==> src/rtl/pcw_map.svh <==
/*
 header of named constants for the parameter channel word codec.
 assumes inclusion by bare name from the top module and the testbench.
*/
`ifndef PCW_MAP_SVH
`define PCW_MAP_SVH
`define PCW_ADDR_CTRL     4'h0
`define PCW_ADDR_STATUS   4'h1
`define PCW_ADDR_MASK     4'h2
`define PCW_ADDR_W1       4'h3
`define PCW_ADDR_W2       4'h4
`define PCW_ADDR_W3       4'h5
`define PCW_ADDR_W4       4'h6
`define PCW_ADDR_PNUM     4'h7
`define PCW_ADDR_DECODE   4'h8
`define PCW_ADDR_RSP1     4'h9
`define PCW_ADDR_RSP4     4'hA
`define PCW_ADDR_VAL_HI   4'hB
`define PCW_ADDR_VAL_LO   4'hC
`define PCW_ADDR_SUBIDX   4'hD
`define PCW_PG_0          8'h00
`define PCW_PG_2000       8'h80
`define PCW_PG_6000       8'h90
`define PCW_PG_8000       8'h20
`define PCW_PG_10000      8'hA0
`define PCW_PG_20000      8'h50
`define PCW_PG_30000      8'hF0
`define PCW_PG_60000      8'h74
`define PCW_OFS_2000      16'h07D0
`define PCW_OFS_6000      16'h1770
`define PCW_OFS_8000      16'h1F40
`define PCW_OFS_10000     16'h2710
`define PCW_OFS_20000     16'h4E20
`define PCW_OFS_30000     16'h7530
`define PCW_OFS_60000     16'hEA60
`define PCW_LIMIT_LOW     16'h07D0
`define PCW_DRIVE_OBJ     6'h3F
`define PCW_RSP_ERROR     4'h7
`define PCW_ERR_ILL_PNU   16'h0000
`define PCW_ERR_NO_TASK   16'h006A
`define PCW_ERR_DTYPE     16'h0005
`endif

==> src/rtl/pcw_pkg.sv <==
/*
 types shared by the parameter channel word codec.
 assumes the map header sits beside it under rtl/.
*/
package pcw_pkg;
    typedef enum logic [3:0] {
        PCW_REQ_NONE  = 4'h0,
        PCW_REQ_READ  = 4'h1,
        PCW_REQ_CHW   = 4'h2,
        PCW_REQ_CHD   = 4'h3,
        PCW_REQ_DESC  = 4'h4,
        PCW_REQ_AREAD = 4'h6,
        PCW_REQ_ACHW  = 4'h7,
        PCW_REQ_ACHD  = 4'h8,
        PCW_REQ_COUNT = 4'h9
    } pcw_req_t;

    typedef struct packed {
        logic [3:0]  request_id_field;
        logic        unused_bit;
        logic [10:0] param_number_field;
    } pcw_key_t;

    typedef struct packed {
        logic [7:0] subindex;
        logic [7:0] page_index;
    } pcw_index_t;

    typedef struct packed {
        logic [5:0] drive_object;
        logic [9:0] conn_index;
    } pcw_conn_t;

    typedef enum logic [2:0] {
        PCW_IDLE   = 3'b001,
        PCW_DECODE = 3'b010,
        PCW_ANSWER = 3'b100
    } pcw_state_t;
endpackage

==> src/rtl/pcw_codec.sv <==
/*
 parameter channel word codec: decodes a four word request and
 encodes a response.  assumes a register port master on SYS_CLK
 that keeps strobes one cycle long and never both at once.
*/
// Our own choices: strobed register access and the register offsets.
`timescale 1ns/1ps
`default_nettype none
`include "pcw_map.svh"

// Summary of operation
// RULE1: numbers below 2000 sit unchanged
// RULE2: higher numbers carry number minus offset
// RULE3: offsets 0,2000,6000,8000 coded in page
// RULE4: offsets 10000 to 60000 coded likewise
// RULE5: subindex in second word high byte
// RULE6: byte value low, rest zero
// RULE7: word value in fourth word
// RULE8: double word high third, low fourth
// RULE9: connector number, object and index layout
// RULE10: controller puts request id in top
// RULE11: read requests leave value words zero
// RULE12: connector drive object always 63
// RULE13: request ids decoded per table
// RULE14: failure answers id 7 with error
// RULE15: bit 11 of key ignored
// RULE16: rebuild number; unknown page illegal
module pcw_codec
    import pcw_pkg::*;
(
    input  wire logic        SYS_CLK,
    input  wire logic        RST_N,
    input  wire logic        CLK_EN,
    input  wire logic [3:0]  ADDR,
    input  wire logic [15:0] WDATA,
    input  wire logic        WR,
    input  wire logic        RD,
    output var  logic [15:0] RDATA,
    output var  logic        IRQ,
    output var  logic        DONE
);
    logic [15:0] w1;
    logic [15:0] w2;
    logic [15:0] w3;
    logic [15:0] w4;
    logic [15:0] pnum;
    logic [15:0] rsp1;
    logic [15:0] rsp4;
    logic [15:0] val_hi;
    logic [15:0] val_lo;
    logic [7:0]  decode;
    logic [7:0]  subidx;
    logic [2:0]  status;
    logic [2:0]  mask;
    pcw_state_t  state;
    pcw_state_t  next_state;

    pcw_key_t    key;
    pcw_index_t  idx;
    pcw_conn_t   conn;
    assign key  = pcw_key_t'(w1);
    assign idx  = pcw_index_t'(w2);
    assign conn = pcw_conn_t'(w4);
    wire  [5:0]  obj_field = conn.drive_object;
    wire  [7:0]  sub_field = idx.subindex;

    wire         wr_ctrl   = WR && (ADDR == `PCW_ADDR_CTRL);
    wire         go        = wr_ctrl && WDATA[0];
    wire         wr_mask   = WR && (ADDR == `PCW_ADDR_MASK);
    wire  [2:0]  next_mask = wr_mask ? WDATA[2:0] : mask;

    // RULE3: low range page codes
    // RULE4: high range page codes
    logic [15:0] offset;
    logic        page_ok;
    always_comb begin
        page_ok = 1'b1;
        case (idx.page_index)
            `PCW_PG_0:     offset = 16'h0000;
            `PCW_PG_2000:  offset = `PCW_OFS_2000;
            `PCW_PG_6000:  offset = `PCW_OFS_6000;
            `PCW_PG_8000:  offset = `PCW_OFS_8000;
            `PCW_PG_10000: offset = `PCW_OFS_10000;
            `PCW_PG_20000: offset = `PCW_OFS_20000;
            `PCW_PG_30000: offset = `PCW_OFS_30000;
            `PCW_PG_60000: offset = `PCW_OFS_60000;
            default: begin
                offset  = 16'h0000;
                page_ok = 1'b0;
            end
        endcase
    end

    // RULE1: number field below 2000
    // RULE2: offset added for higher ranges
    // RULE15: bit 11 left out
    // RULE16: full number rebuilt
    wire  [15:0] full_num  = offset + {5'h00, key.param_number_field};

    // RULE13: request id decode
    logic        req_ok;
    logic        is_read;
    logic        is_dword;
    always_comb begin
        req_ok   = 1'b1;
        is_read  = 1'b0;
        is_dword = 1'b0;
        case (key.request_id_field)
            PCW_REQ_NONE:  is_read = 1'b0;
            PCW_REQ_READ,
            PCW_REQ_AREAD,
            PCW_REQ_DESC,
            PCW_REQ_COUNT: is_read = 1'b1;
            PCW_REQ_CHW,
            PCW_REQ_ACHW:  is_dword = 1'b0;
            PCW_REQ_CHD,
            PCW_REQ_ACHD:  is_dword = 1'b1;
            default:       req_ok = 1'b0;
        endcase
    end

    // RULE9: connector field split
    // RULE12: drive object check
    wire         conn_obj  = obj_field == `PCW_DRIVE_OBJ;
    wire         req_none  = key.request_id_field == PCW_REQ_NONE;
    // RULE6: byte value upper bits zero
    // RULE7: word value third word zero
    wire         is_word   = req_ok && !is_read && !is_dword;
    wire         is_conn   = is_word && !req_none && conn_obj;
    wire         word_bad  = is_word && !is_conn && (w3 != 16'h0000);
    wire         err_any   = !req_none && (!req_ok || !page_ok || word_bad);
    wire  [15:0] err_code  = !req_ok  ? `PCW_ERR_NO_TASK :
                             !page_ok ? `PCW_ERR_ILL_PNU :
                                        `PCW_ERR_DTYPE;
    // RULE8: double word value split
    // RULE11: read value words ignored
    wire  [15:0] nx_val_hi = (is_dword || is_conn) ? w3 : 16'h0000;
    wire  [15:0] nx_val_lo = is_read  ? 16'h0000 : w4;

    always_comb begin
        case (state)
            PCW_IDLE:   next_state = go ? PCW_DECODE : PCW_IDLE;
            PCW_DECODE: next_state = PCW_ANSWER;
            PCW_ANSWER: next_state = PCW_IDLE;
            default:    next_state = PCW_IDLE;
        endcase
    end

    wire         ev_done   = state == PCW_ANSWER;
    wire         ev_err    = (state == PCW_DECODE) && err_any;
    wire         ev_lost   = go && (state != PCW_IDLE);
    wire  [2:0]  ev        = {ev_lost, ev_err, ev_done};
    wire         wr_status = WR && (ADDR == `PCW_ADDR_STATUS);
    wire  [2:0]  next_status = (status & ~(wr_status ? WDATA[2:0] : 3'h0))
                               | ev;

    always_ff @(posedge SYS_CLK or negedge RST_N) begin
        if (!RST_N) begin
            state <= PCW_IDLE;
            pnum  <= 16'h0000;
            decode <= 8'h00;
            subidx <= 8'h00;
            rsp1  <= 16'h0000;
            rsp4  <= 16'h0000;
            val_hi <= 16'h0000;
            val_lo <= 16'h0000;
        end else if (CLK_EN) begin
            state <= next_state;
            if (state == PCW_DECODE) begin
                pnum   <= full_num;
                decode <= {3'h0, conn_obj, is_dword, is_read, page_ok,
                           req_ok};
                val_hi <= nx_val_hi;
                val_lo <= nx_val_lo;
                // RULE5: subindex latched
                subidx <= sub_field;
                // RULE14: error answer id 7
                if (err_any) begin
                    rsp1 <= {`PCW_RSP_ERROR, w1[11:0]};
                    rsp4 <= err_code;
                end else begin
                    rsp1 <= w1;
                    rsp4 <= nx_val_lo;
                end
            end
        end
    end

    always_ff @(posedge SYS_CLK or negedge RST_N) begin
        if (!RST_N) begin
            w1 <= 16'h0000;
            w2 <= 16'h0000;
            w3 <= 16'h0000;
            w4 <= 16'h0000;
            mask <= 3'h0;
        end else if (CLK_EN && WR) begin
            if (ADDR == `PCW_ADDR_W1) w1 <= WDATA;
            if (ADDR == `PCW_ADDR_W2) w2 <= WDATA;
            if (ADDR == `PCW_ADDR_W3) w3 <= WDATA;
            if (ADDR == `PCW_ADDR_W4) w4 <= WDATA;
            if (ADDR == `PCW_ADDR_MASK) mask <= WDATA[2:0];
        end
    end

    logic [15:0] rmux;
    always_comb begin
        case (ADDR)
            `PCW_ADDR_CTRL:   rmux = {15'h0000, state != PCW_IDLE};
            `PCW_ADDR_STATUS: rmux = {13'h0000, status};
            `PCW_ADDR_MASK:   rmux = {13'h0000, mask};
            `PCW_ADDR_W1:     rmux = w1;
            `PCW_ADDR_W2:     rmux = w2;
            `PCW_ADDR_W3:     rmux = w3;
            `PCW_ADDR_W4:     rmux = w4;
            `PCW_ADDR_PNUM:   rmux = pnum;
            `PCW_ADDR_DECODE: rmux = {8'h00, decode};
            `PCW_ADDR_RSP1:   rmux = rsp1;
            `PCW_ADDR_RSP4:   rmux = rsp4;
            `PCW_ADDR_VAL_HI: rmux = val_hi;
            `PCW_ADDR_VAL_LO: rmux = val_lo;
            `PCW_ADDR_SUBIDX: rmux = {8'h00, subidx};
            default:          rmux = 16'h0000;
        endcase
    end

    always_ff @(posedge SYS_CLK or negedge RST_N) begin
        if (!RST_N) begin
            status <= 3'h0;
            RDATA  <= 16'h0000;
            IRQ    <= 1'b0;
            DONE   <= 1'b0;
        end else if (CLK_EN) begin
            status <= next_status;
            RDATA  <= RD ? rmux : 16'h0000;
            IRQ    <= |(next_status & next_mask);
            DONE   <= ev_done;
        end
    end
endmodule
`default_nettype wire

==> config.mk <==
export PLATFORM = sky130hd
export DESIGN_NAME = pcw_codec
export DESIGN_NICKNAME = d
export VERILOG_FILES = /design/src/rtl/pcw_pkg.sv /design/src/rtl/pcw_codec.sv
export VERILOG_INCLUDE_DIRS = /design/src /design/src/rtl
export SDC_FILE = /design/constraint.sdc
export NUM_CORES = 1
export LEC_CHECK = 0
export BUFFER_PORTS_ARGS = -buffer_cell sky130_fd_sc_hd__clkbuf_2
export CAP_MARGIN = 10
export CORE_MARGIN = 2
export CORE_UTILIZATION = 25
export DETAILED_ROUTE_END_ITERATION = 12
export PLACE_DENSITY = 0.53
export SYNTH_ARGS = -nofsm -noshare
export SYNTH_HDL_FRONTEND = slang
export SYNTH_SLANG_ARGS = --single-unit
==> constraint.sdc <==
create_clock -name SYS_CLK -period 2.58 [get_ports SYS_CLK]
set_input_delay 0.129 -clock SYS_CLK [delete_from_list [all_inputs] [get_ports SYS_CLK]]
set_output_delay 0.129 -clock SYS_CLK [all_outputs]
set_load 0.03 [all_outputs]
==> impl_metrics.tcl <==
set metrics [dict create \
    path_class "reg -> reg" \
    cp_slowest_stage_delay_ns 0.43 \
    drive_above_1_share_pct 26.2 \
    worst_ep_required_time_ns 2.94 \
    via_per_inst 5.17 \
    synth_edf_count 0 \
    fp.dieH_microns 191 \
    fin_setup_tns_ns 0 \
    design.portCount 43 \
    start_kind "flop" \
    power.density_nw_per_um2 691 \
    routedLengthMet1_mm 13.3 \
    grt_usage_pct 16.1 \
    setup_slack_ns 0.126 \
    diodes 0 \
    die_w_microns 191 \
    dpl_worst_slack_ns 0.0459 \
    swShare_pct 32.0 \
    path_max_fanout 4 \
    overflow 0 \
    avgSynthCellArea_sq_um 10.8 \
    dp_hpwl_mm 20.7 \
    peakVddDrop_mv 0.466 \
    leakagePower_uw 0.00473 \
    cts.htree.levels 4 \
    numPlacedInstances 1306 \
    drtAntennaViolNets 0 \
    layout_common_cells "dfrtp_1 (178), nand2_1 (112), mux2_2 (70), buf_4 (58), a22o_1 (45)" \
    maxUsedRoutingLayer "met5" \
    yosysUniqueCellTypes 67 \
    portBuffers 42 \
    cts.reportedPaths.clkPinSlew_ns 0.07 \
    setup_viol 0 \
    max_cap_viol_count 0 \
    final-max-slew-violation-count 0 \
    grt_pass1_vias 6835 \
    routed_wl_mm 28.7 \
    initial_core_util_pct 25.3 \
    clockBufferDepth 2 \
    core_area_sq_um 34500 \
    final_common_cell "dfrtp_1" \
    fmax_ghz 0.407 \
    utilization_pct 30.5 \
    ys_ff_latch 180 \
    wl_met3_mm 1.78 \
    synth_area_sq_um 8720 \
    finalNonFillerCells 1349 \
    gp_congestion 0.871 \
    relSlewSlack_pct 51.7 \
    status "complete, no violations" \
    root_buffer "clkbuf_16" \
    finalCritPeriodShare_pct 95.1 \
    wl_per_cell_microns 21.3 \
    combPwrFrac_pct 17.2 \
    cp.arrival_ns 2.82 \
    cts_tree "done" \
    nets 914 \
    pwr-share-seq_pct 46.9 \
    ys_warn_count 0 \
    power.share.clock_pct 35.9 \
    cts_sinks 180 \
    rsz0062_at_grt "true" \
    drt_iter0_drc 732 \
    syn-num-nets 840 \
    p_switching_uw 2320 \
    cts_inserted_buffers 17 \
    worstMarginPinSlew_ns 0.725 \
    first_pass_iters 7 \
    synth_seq_area_share_pct 51.7 \
    worstSetupEndpointType "flop" \
    syn2layout_area_growth_pct 20.4 \
    path_cells "and2b_2 > buf_6 > nand2_1 > a211oi_2 > a31oi_1 > nor2_1 > ha_1 > a21o_1 > a21oi_2 > nor2_1 > o21ba_2 > o2bb2ai_1 > a21oi_1" \
    die_area_sq_um 36400 \
    drc 0 \
    wl_met2_mm 13.0 \
    finalHoldViolCount 0 \
    grt_max_degree 73 \
    vias 6969 \
    row_count 68 \
    critPathSlowestCell "dfrtp_2" \
    synthCells 807 \
    antenna_found_initial 1 \
    internal-power_uw 4930 \
    crit_top_cell "nor2_1" \
    skew_ns 0.0225 \
    layout_min_cycle_time_ns 2.45 \
    synthFlopType "dfrtp_1" \
    min_path_type "in -> reg" \
    clkLatencyLatePin_ns 0.45 \
    grt_first_pass_wirelength_mm 43.7 \
    ys_async_sr_fraction_pct 100 \
]
[flip-flops by register name, indices dropped and copies added, names as in the netlist]
name and flops:
idx 16, conn 16, DONE 1, mask 3
IRQ 1, decode 5, subidx 8, key 16
status 3, RDATA 16, val_lo 16, rsp4 16
pnum 16, state 3, rsp1 12, val_hi 16
w3 16
[cell type report]
type / instances / area [sq um]
Fill cell: 3574 / 24000
Sequential cell: 180 / 4510
Multi-Input combinational cell: 556 / 3940
Timing Repair Buffer: 115 / 848
Tap cell: 455 / 569
Clock buffer: 18 / 429
Clock inverter: 14 / 160
Inverter: 11 / 41.3
[per-layer routing]
| metal | up-vias | GRT usage (%) |
|---|---|---|
| li1 | 3137 | - |
| met1 | 3527 | 22.3 |
| met2 | 252 | 24.4 |
| met3 | 51 | 3.96 |
| met4 | 2 | 5.37 |
| met5 | - | 0 |
[synth_stat cells (all sizes together) (6+ instances only)]
cell type,number,area [sq um]
a221oi,15,149
buf,25,153
a21oi,24,120
nand3b,6,45.0
nand3,27,135
o2bb2ai,16,140
a222oi,11,110
mux2,70,788
a221o,7,70.1
and3,9,56.3
clkbuf,35,131
nor3,9,55.1
a22oi,27,203
nor4,6,43.8
a22o,45,394
inv,11,41.3
nand2,113,424
ha,7,87.6
mux2i,6,60.1
nand2b,9,56.3
dfrtp,179,4480
o21ai,38,194
nor2,40,150
[metrics by stage]
step                      hold slack, ns  total power, uW  cell area, sq um
final                             0.0120             7250             10500
after global routing              0.0102             7540             10500
after CTS                        0.00434             7220             10400
after detailed placement           0.185             4630              9760
after global placement             0.190             4610              9760
after floorplan                   -0.167             4080              8720
[worst max-delay path: cells and delay by family (launching register included)]
family	cells	cell delay (ns)
simple gates	4	0.48
fa+ha+maj	1	0.25
buf+inv	1	0.10
compound gates	7	1.11
flops	1	0.43
[power groups by stage]
stage,clock [uW],combinational (uW),sequential (uW)
4_1_cts,2640,1200,3390
6_report,2600,1240,3400
2_1_floorplan,0,758,3320
5_1_grt,2750,1360,3440
3_3_place_gp,0,1170,3440
3_5_place_dp,0,1180,3440
[path summary, 6_finish.rpt]
check | from | to | slack [ns] | cells after the start
max in group asynchronous | RST_N | pnum[8]$_DFFE_PN0P_ | 1.47 | 3
worst min register to register | pnum[1]$_DFFE_PN0P_ | pnum[1]$_DFFE_PN0P_ | 0.48 | 2
min in group asynchronous | RST_N | RDATA[1]$_DFFE_PN0P_ | 0.25 | 2
worst max-delay path | idx[7]$_DFFE_PN0P_ | pnum[12]$_DFFE_PN0P_ | 0.13 | 13
worst max register to register | idx[7]$_DFFE_PN0P_ | pnum[12]$_DFFE_PN0P_ | 0.13 | 13
worst min-delay path | WDATA[7] | idx[7]$_DFFE_PN0P_ | 0.01 | 2
[cells by family after synthesis]
family | share of synthesized area, %
AND/OR/NAND/NOR | 13.5
adder cells (fa/ha/maj) | 1.23
AO/OA/AOI/OAI | 19.4
buffers and inverters | 3.73
XOR/XNOR | 0.703
multiplexers | 9.73
flip-flops | 51.7
[repair_timing]
item	CTS	global route
setup endpoints to repair	0	6
hold endpoints to repair	87	0
hold buffers	8	0
setup buffers	0	3
resized for setup	0	15
Note: power is estimated with default switching activity, not from simulation.
